## src/sipo_pkg.sv

```systemverilog
/*
 Shared constants for the serial-in latched driver link: stage count,
 reset values and the timing counts that pace the controller.
 Assumes a single 100 MHz system clock on both ends.
*/
package sipo_pkg;
  localparam int STAGES = 10;
  localparam int CLK_PERIOD_NS = 10;
  // Fastest shift clock the device accepts, in MHz.
  localparam int SHIFT_MHZ_MAX = 10;
  localparam int SHIFT_PERIOD_NS = 1000 / SHIFT_MHZ_MAX;
  // Half period of the shift clock, rounded up so the rate never exceeds the limit.
  localparam int SHIFT_HALF_CYC = (SHIFT_PERIOD_NS / 2 + CLK_PERIOD_NS - 1) / CLK_PERIOD_NS;
  localparam int SHIFT_TO_STROBE_NS = 100;
  localparam int SHIFT_TO_STROBE_CYC = (SHIFT_TO_STROBE_NS + CLK_PERIOD_NS - 1) / CLK_PERIOD_NS;
  localparam int STROBE_WIDTH_NS = 50;
  localparam int STROBE_WIDTH_CYC = (STROBE_WIDTH_NS + CLK_PERIOD_NS - 1) / CLK_PERIOD_NS;
  localparam int FIFO_DEPTH = 32;
  localparam logic [STAGES-1:0] STAGE_RESET = 10'h000;
  localparam int CNT_W = 8;
endpackage

```

## src/sipo_link_if.sv

```systemverilog
/*
 Pin bundle between the controller and the latched driver.
 Assumes both ends run on the same sys_clk; pins are plain levels.
*/
`timescale 1ns/1ps
interface sipo_link_if;
  logic serial_in;
  logic shift_clk;
  logic strobe;
  logic output_blank_pin;
  logic serial_out;
  modport device (
    input serial_in,
    input shift_clk,
    input strobe,
    input output_blank_pin,
    output serial_out
  );
  modport ctrl (
    output serial_in,
    output shift_clk,
    output strobe,
    output output_blank_pin,
    input serial_out
  );
endinterface

```

## src/word_fifo.sv

```systemverilog
/*
 Flip-flop FIFO with valid/ready on both sides.
 Assumes one clock and a clock enable that freezes all state.
*/
`timescale 1ns/1ps
module word_fifo #(
  parameter int WIDTH = 10,
  parameter int DEPTH = 32
) (
  input wire logic sys_clk,
  input wire logic rst_b,
  input wire logic clk_en,
  input wire logic [WIDTH-1:0] in_data,
  input wire logic in_valid,
  output logic in_ready,
  output logic [WIDTH-1:0] out_data,
  output logic out_valid,
  input wire logic out_ready
);
  localparam int AW = $clog2(DEPTH);
  initial
  begin
    if (DEPTH < 2 || (1 << AW) != DEPTH || WIDTH < 1)
      $error("word_fifo: DEPTH must be a power of two of at least 2");
  end
  logic [WIDTH-1:0] mem_q [DEPTH];
  logic [AW:0] wr_q;
  logic [AW:0] rd_q;
  wire push = in_valid && in_ready;
  wire pop = out_valid && out_ready;
  assign in_ready = (wr_q - rd_q) != (AW+1)'(DEPTH);
  assign out_valid = wr_q != rd_q;
  assign out_data = mem_q[rd_q[AW-1:0]];
  always_ff @(posedge sys_clk or negedge rst_b)
  begin
    if (!rst_b)
    begin
      wr_q <= '0;
      rd_q <= '0;
    end
    else if (clk_en)
    begin
      if (push)
        wr_q <= wr_q + 1'b1;
      if (pop)
        rd_q <= rd_q + 1'b1;
    end
  end
  always_ff @(posedge sys_clk)
  begin
    if (clk_en && push)
      mem_q[wr_q[AW-1:0]] <= in_data;
  end
endmodule

```

## src/driver_ctrl.sv

```systemverilog
/*
 Controller end: takes frames from a FIFO, shifts them out MSB first at a
 bounded rate, waits, then pulses the strobe. Blanking is a user level.
 Assumes the device samples pins on the same sys_clk.
*/
`timescale 1ns/1ps
module driver_ctrl #(
  parameter int STAGES = sipo_pkg::STAGES,
  parameter int DEPTH = sipo_pkg::FIFO_DEPTH
) (
  input wire logic sys_clk,
  input wire logic rst_b,
  input wire logic clk_en,
  input wire logic [STAGES-1:0] frame_data,
  input wire logic frame_valid,
  output logic frame_ready,
  input wire logic blank_req,
  output logic busy,
  output logic cascade_in,
  sipo_link_if.ctrl link
);
  typedef enum logic [3:0] {
    ST_IDLE = 4'b0001,
    ST_LOW = 4'b0010,
    ST_HIGH = 4'b0100,
    ST_STRB = 4'b1000
  } state_e;
  state_e state_q;
  logic [STAGES-1:0] word_q;
  logic [sipo_pkg::CNT_W-1:0] cnt_q;
  logic [$clog2(STAGES+1)-1:0] bits_q;
  logic sin_q;
  logic sclk_q;
  logic strb_q;
  logic blank_q;
  logic casc_q;
  logic busy_q;
  logic [STAGES-1:0] f_data;
  logic f_valid;
  wire f_ready = clk_en && state_q == ST_IDLE;
  word_fifo #(.WIDTH(STAGES), .DEPTH(DEPTH)) fifo_i (
    .sys_clk(sys_clk),
    .rst_b(rst_b),
    .clk_en(clk_en),
    .in_data(frame_data),
    .in_valid(frame_valid),
    .in_ready(frame_ready),
    .out_data(f_data),
    .out_valid(f_valid),
    .out_ready(f_ready)
  );
  localparam logic [sipo_pkg::CNT_W-1:0] HALF = sipo_pkg::CNT_W'(sipo_pkg::SHIFT_HALF_CYC - 1);
  localparam logic [sipo_pkg::CNT_W-1:0] GAP = sipo_pkg::CNT_W'(sipo_pkg::SHIFT_TO_STROBE_CYC);
  localparam logic [sipo_pkg::CNT_W-1:0] SW = sipo_pkg::CNT_W'(sipo_pkg::STROBE_WIDTH_CYC - 1);
  wire cnt_done = cnt_q == '0;
  wire last_bit = bits_q == '0;
  assign link.serial_in = sin_q;
  assign link.shift_clk = sclk_q;
  assign link.strobe = strb_q;
  assign link.output_blank_pin = blank_q;
  assign cascade_in = casc_q;
  assign busy = busy_q;
  always_ff @(posedge sys_clk or negedge rst_b)
  begin
    if (!rst_b)
    begin
      state_q <= ST_IDLE;
      word_q <= '0;
      cnt_q <= '0;
      bits_q <= '0;
      sin_q <= 1'b0;
      sclk_q <= 1'b0;
      strb_q <= 1'b0;
      blank_q <= 1'b1;
      casc_q <= 1'b0;
      busy_q <= 1'b0;
    end
    else if (clk_en)
    begin
      blank_q <= blank_req;
      casc_q <= link.serial_out;
      unique case (state_q)
        ST_IDLE:
        begin
          if (f_valid)
          begin
            // RULE4: data set while clock is low
            sin_q <= f_data[STAGES-1];
            word_q <= {f_data[STAGES-2:0], 1'b0};
            bits_q <= ($clog2(STAGES+1))'(STAGES - 1);
            cnt_q <= HALF;
            busy_q <= 1'b1;
            state_q <= ST_LOW;
          end
        end
        ST_LOW:
        begin
          if (cnt_done)
          begin
            sclk_q <= 1'b1;
            cnt_q <= HALF;
            state_q <= ST_HIGH;
          end
          else
            cnt_q <= cnt_q - 1'b1;
        end
        ST_HIGH:
        begin
          // RULE12: each half period lasts at least 50 ns
          if (cnt_done)
          begin
            sclk_q <= 1'b0;
            if (last_bit)
            begin
              // RULE11: gap before strobe
              cnt_q <= GAP;
              state_q <= ST_STRB;
            end
            else
            begin
              sin_q <= word_q[STAGES-1];
              word_q <= {word_q[STAGES-2:0], 1'b0};
              bits_q <= bits_q - 1'b1;
              cnt_q <= HALF;
              state_q <= ST_LOW;
            end
          end
          else
            cnt_q <= cnt_q - 1'b1;
        end
        ST_STRB:
        begin
          // RULE7: strobe only after shifting
          if (!strb_q && cnt_done)
          begin
            strb_q <= 1'b1;
            cnt_q <= SW;
          end
          else if (strb_q && cnt_done)
          begin
            strb_q <= 1'b0;
            busy_q <= 1'b0;
            state_q <= ST_IDLE;
          end
          else
            cnt_q <= cnt_q - 1'b1;
        end
      endcase
    end
  end
endmodule

```

## src/flat_wrapper.sv

```systemverilog
// flat-port wrapper written by rule: the top's interface ports become plain ports
module driver_ctrl_flat 
#(
  parameter int STAGES = sipo_pkg::STAGES,
  parameter int DEPTH = sipo_pkg::FIFO_DEPTH
)
  (sys_clk, rst_b, clk_en, frame_data, frame_valid, frame_ready, blank_req, busy, cascade_in, link_serial_in, link_shift_clk, link_strobe, link_output_blank_pin, link_serial_out);
  sipo_link_if link_i ();
  input wire logic sys_clk;
  input wire logic rst_b;
  input wire logic clk_en;
  input wire logic [STAGES-1:0] frame_data;
  input wire logic frame_valid;
  output logic frame_ready;
  input wire logic blank_req;
  output logic busy;
  output logic cascade_in;
  output wire logic [$bits(link_i.serial_in)-1:0] link_serial_in;
  output wire logic [$bits(link_i.shift_clk)-1:0] link_shift_clk;
  output wire logic [$bits(link_i.strobe)-1:0] link_strobe;
  output wire logic [$bits(link_i.output_blank_pin)-1:0] link_output_blank_pin;
  input wire logic [$bits(link_i.serial_out)-1:0] link_serial_out;
  assign link_serial_in = link_i.serial_in;
  assign link_shift_clk = link_i.shift_clk;
  assign link_strobe = link_i.strobe;
  assign link_output_blank_pin = link_i.output_blank_pin;
  assign link_i.serial_out = link_serial_out;
  driver_ctrl #(.STAGES(STAGES), .DEPTH(DEPTH)) u_core (.sys_clk(sys_clk), .rst_b(rst_b), .clk_en(clk_en), .frame_data(frame_data), .frame_valid(frame_valid), .frame_ready(frame_ready), .blank_req(blank_req), .busy(busy), .cascade_in(cascade_in), .link(link_i));
endmodule
```

## config.mk

```make
export PLATFORM = sky130hd
export DESIGN_NAME = driver_ctrl_flat
export DESIGN_NICKNAME = d
export VERILOG_FILES = /design/src/sipo_pkg.sv /design/src/sipo_link_if.sv /design/src/word_fifo.sv /design/src/driver_ctrl.sv /design/src/flat_wrapper.sv
export SDC_FILE = /design/constraint.sdc
export NUM_CORES = 1
export LEC_CHECK = 0
export ABC_AREA = 1
export BUFFER_PORTS_ARGS = -buffer_cell sky130_fd_sc_hd__buf_2
export CORE_UTILIZATION = 65
export CTS_BUF_LIST = sky130_fd_sc_hd__clkbuf_8
export DETAILED_ROUTE_END_ITERATION = 16
export GPL_ROUTABILITY_DRIVEN = 0
export PLACE_DENSITY = 0.84
export SYNTH_ARGS = -nofsm -noshare
export SYNTH_HDL_FRONTEND = slang
export SYNTH_SLANG_ARGS = --single-unit
export TNS_END_PERCENT = 10
```

## constraint.sdc

```tcl
create_clock -name sys_clk -period 4 [get_ports sys_clk]
set_input_delay 0 -clock sys_clk [delete_from_list [all_inputs] [get_ports sys_clk]]
set_output_delay 0 -clock sys_clk [all_outputs]
set_load 0.01 [all_outputs]
```

==> impl_metrics.csv <==
group,metric,value,unit
logic_synthesis,synth_top_area_share,60.8,%
placement,hpwl,22700,um
cells_and_area,antenna_cells,0,
logic_synthesis,syn_area,15800,sq um
placement,io_buffers,22,
worst_hold_path,min_path_type,"in2async",
setup_path,cp.depth,12,
timing,finalHoldViolCount,0,
logic_synthesis,syn_inst,1489,
clock_tree,clk_pin_slew_worst_paths,0.07,ns
clock_tree,root_buffer,"clkbuf_8",
routing,wirelength,38200,um
clock_tree,cts_tree,"built",
pwr,p_leak,0.00660,uW
clock_tree,clock_sinks,363,
clock_tree,clock_path_buffers,3,
timing,finClkSkew,0.0307,ns
cells_and_area,nNetsFinal,1554,
logic_synthesis,synth.net_count,1519,
floorplanning,dieArea,24900,sq um
logic_synthesis,yosys-top-cells-area,"edfxtp_1, nand2_1, dfrtp_1",
logic_synthesis,yosysMostFrequentCell,"edfxtp_1",
timing,fin_crit,3.33,ns
floorplanning,fp.dieW,158,um
routing,wl_per_cell,20.3,um
floorplanning,die_h,158,um
setup_path,crit_slowest_cell,"nor2_1",
global_route,grt_pass1_wl,58000,um
global_route,grt-ovfl-total,0,
pwr,vdd_ir_drop_max,0.498,mV
routing,drtPass1Iterations,8,
timing,setup_violations,0,
status,status,"completed",
logic_synthesis,ys_ff_latch,363,
clock_tree,clk_latency,0.61,ns
clock_tree,post_cts_buffers,0,
setup_path,setup.worst_path.end,"u_core.fifo_i.mem_q[12][5]",
setup_path,cpPeakStageDelay,0.64,ns
flow_run,maxCapViolations,0,
logic_synthesis,async_flop_share,11.8,%
setup_path,crit_type,"reg2reg",
floorplanning,fp-row-count,56,
setup_path,critPathBufInv,3,
cells_and_area,syn2layout_area_growth,9.23,%
cells_and_area,n_fill_cell,1626,
routing,avgViaCountPerCell,6.02,
cells_and_area,drive_gt1_share,9.60,%
logic_synthesis,synth_largest_area_cell,"edfxtp_1",
setup_path,required,4.21,ns
setup_path,cp-end-kind,"flop",
timing,drv_slew,0,
global_route,first_global_vias,10738,
floorplanning,boundaryPins,23,
setup_path,r2r_start,"u_core.fifo_i.rd_q[4]",
global_route,grt_max_degree,174,
setup_path,reg2reg_slack,0.67,ns
setup_path,start_kind,"flop",
placement,place_area,16200,sq um
setup_path,ff2ff_path_depth,12,
floorplanning,initial_core_util,66.7,%
logic_synthesis,yosysWarningCount,0,
timing,worst_pin_slew,1.12,ns
timing,fin_tns_setup,0,ns
routing,antenna_left,0,
setup_path,cp_top_family,"simple AND/OR/NAND/NOR gates",
setup_path,path_cells,"inv_1, ha_1, nand2_1, inv_1, nand3_1, nand3_1, nand2_1, nand2_1, nand3_2, nand3_1, buf_4, nor2_1",
logic_synthesis,synth_edf_count,320,
setup_path,arrival,3.54,ns
logic_synthesis,yosysSeqAreaShare,67.7,%
logic_synthesis,yosys-top-cells-count,"edfxtp_1, nand2_1, nor2_1",
cells_and_area,final_area,17300,sq um
clock_tree,post_cts_resize_count,0,
timing,relSlewSlack,25.3,%
logic_synthesis,synth_cell_types,37,
pwr,cellPowerDensity,682,nW/um^2
routing,vias,11329,
clock_tree,h-tree-depth,2,
timing,fmax,300,MHz
timing,min_period_over_period,83.3,%
logic_synthesis,synthFlopType,"edfxtp_1",
timing,rsz0062_at_grt,"no",
floorplanning,fp.coreArea,23700,sq um
clock_tree,cts_made_buffers,54,
logic_synthesis,avgSynthCellArea,10.6,sq um
setup_path,timing.rr.end,"u_core.fifo_i.mem_q[12][5]",
setup_path,startpoint,"u_core.fifo_i.rd_q[4]",
routing,drtIter0Drc,1590,
routing,remaining_drc_errors,0,
global_route,antenna_found_initial,0,
setup_path,cp_max_fo,17,
global_route,grt.total_usage,31.9,%
[report_power, final]
group          switching (uW)  internal, uW
combinational            3100          1250
sequential                187          4400
clock                    1380          1460
total                    4670          7100
[through the flow]
step,worst slack (ns),instances,total power (uW),utilization (%),hold WS [ns]
floorplan,1.13,1489,7640,-,-0.296
global placement,0.895,1779,8710,68.3,0.105
detailed placement,0.760,1779,8840,68.3,0.108
CTS,0.717,1882,11700,72.9,0.0150
global route,0.447,1882,12400,72.9,0.0549
finish,0.666,1882,11800,72.9,0.0311
[worst reg2reg max path, cell delays in order (launching register included)]
cell,delay (ns)
dfrtp_1,0.58
inv_1,0.29
ha_1,0.39
nand2_1,0.11
inv_1,0.06
nand3_1,0.10
nand3_1,0.07
nand2_1,0.06
nand2_1,0.06
nand3_2,0.19
nand3_1,0.14
buf_4,0.25
nor2_1,0.65
[per-layer routing]
metal | wire [um] | vias up | global-route usage (%)
li1 | - | 5131 | -
met1 | 14200 | 5302 | 42.5
met5 | 0 | - | 0
met3 | 4150 | 146 | 5.53
met2 | 18100 | 750 | 50.6
met4 | 1750 | 0 | 16.8
[worst min-delay path by stage]
stage / start / end / slack [ns]
floorplan: rst_b / u_core.bits_q[0] / -0.30
global placement: rst_b / u_core.cnt_q[5] / 0.10
detailed placement: rst_b / u_core.cnt_q[5] / 0.11
CTS: rst_b / u_core.fifo_i.rd_q[2] / 0.02
global route: frame_data[9] / u_core.fifo_i.mem_q[24][9] / 0.05
finish: rst_b / u_core.fifo_i.rd_q[2] / 0.03
[final cells by class]
cell class,count,area [sq um],area share [%]
flip-flops and latches,363,10700,62.0
repair buffers,54,395,2.29
clock inverters,41,256,1.49
clock buffers,54,743,4.31
well taps,319,399,2.31
multi-input cells,949,4370,25.4
inverters,102,393,2.28
[state kept, by name (all words and copies together), names as in the netlist]
signal and flops:
u_core.fifo_i.mem_q 320, u_core.link.strobe 1, u_core.fifo_i.wr_q 6, u_core.bits_q 4, u_core.fifo_i.rd_q 6, u_core.state_q 4
u_core.link.shift_clk 1, u_core.cnt_q 8, u_core.busy 1, u_core.word_q 9, u_core.link.output_blank_pin 1, u_core.link.serial_in 1
u_core.cascade_in 1
[repair_timing]
item	in CTS	in global routing
hold buffers	8	0
hold endpoints to repair	54	0
setup endpoints to repair	0	0
[layout by cell type (no fill, tap or decap), drive strengths merged, types with 23 or more instances in the layout]
cell      n
edfxtp  320
nand2   306
nor2    276
o21ai   144
inv     117
nand3   109
clkbuf   54
buf      46
dfrtp    41
a21oi    30
o211ai   24
clkinv   23
[cell families (layout without fill, tap and decap cells)]
logic type | Yosys count | count (layout) | share of synthesized area [%]
AOI/OAI and AO/OA | 208 | 208 | 7.05
xor gates and xnor gates | 9 | 9 | 0.499
adders and majority gates | 14 | 14 | 1.11
buffers and inverters | 177 | 251 | 4.65
DFF | 363 | 363 | 67.7
muxes | 2 | 2 | 0.143
and+or+nand+nor | 716 | 716 | 18.9
(Power assumes the default switching activity.)
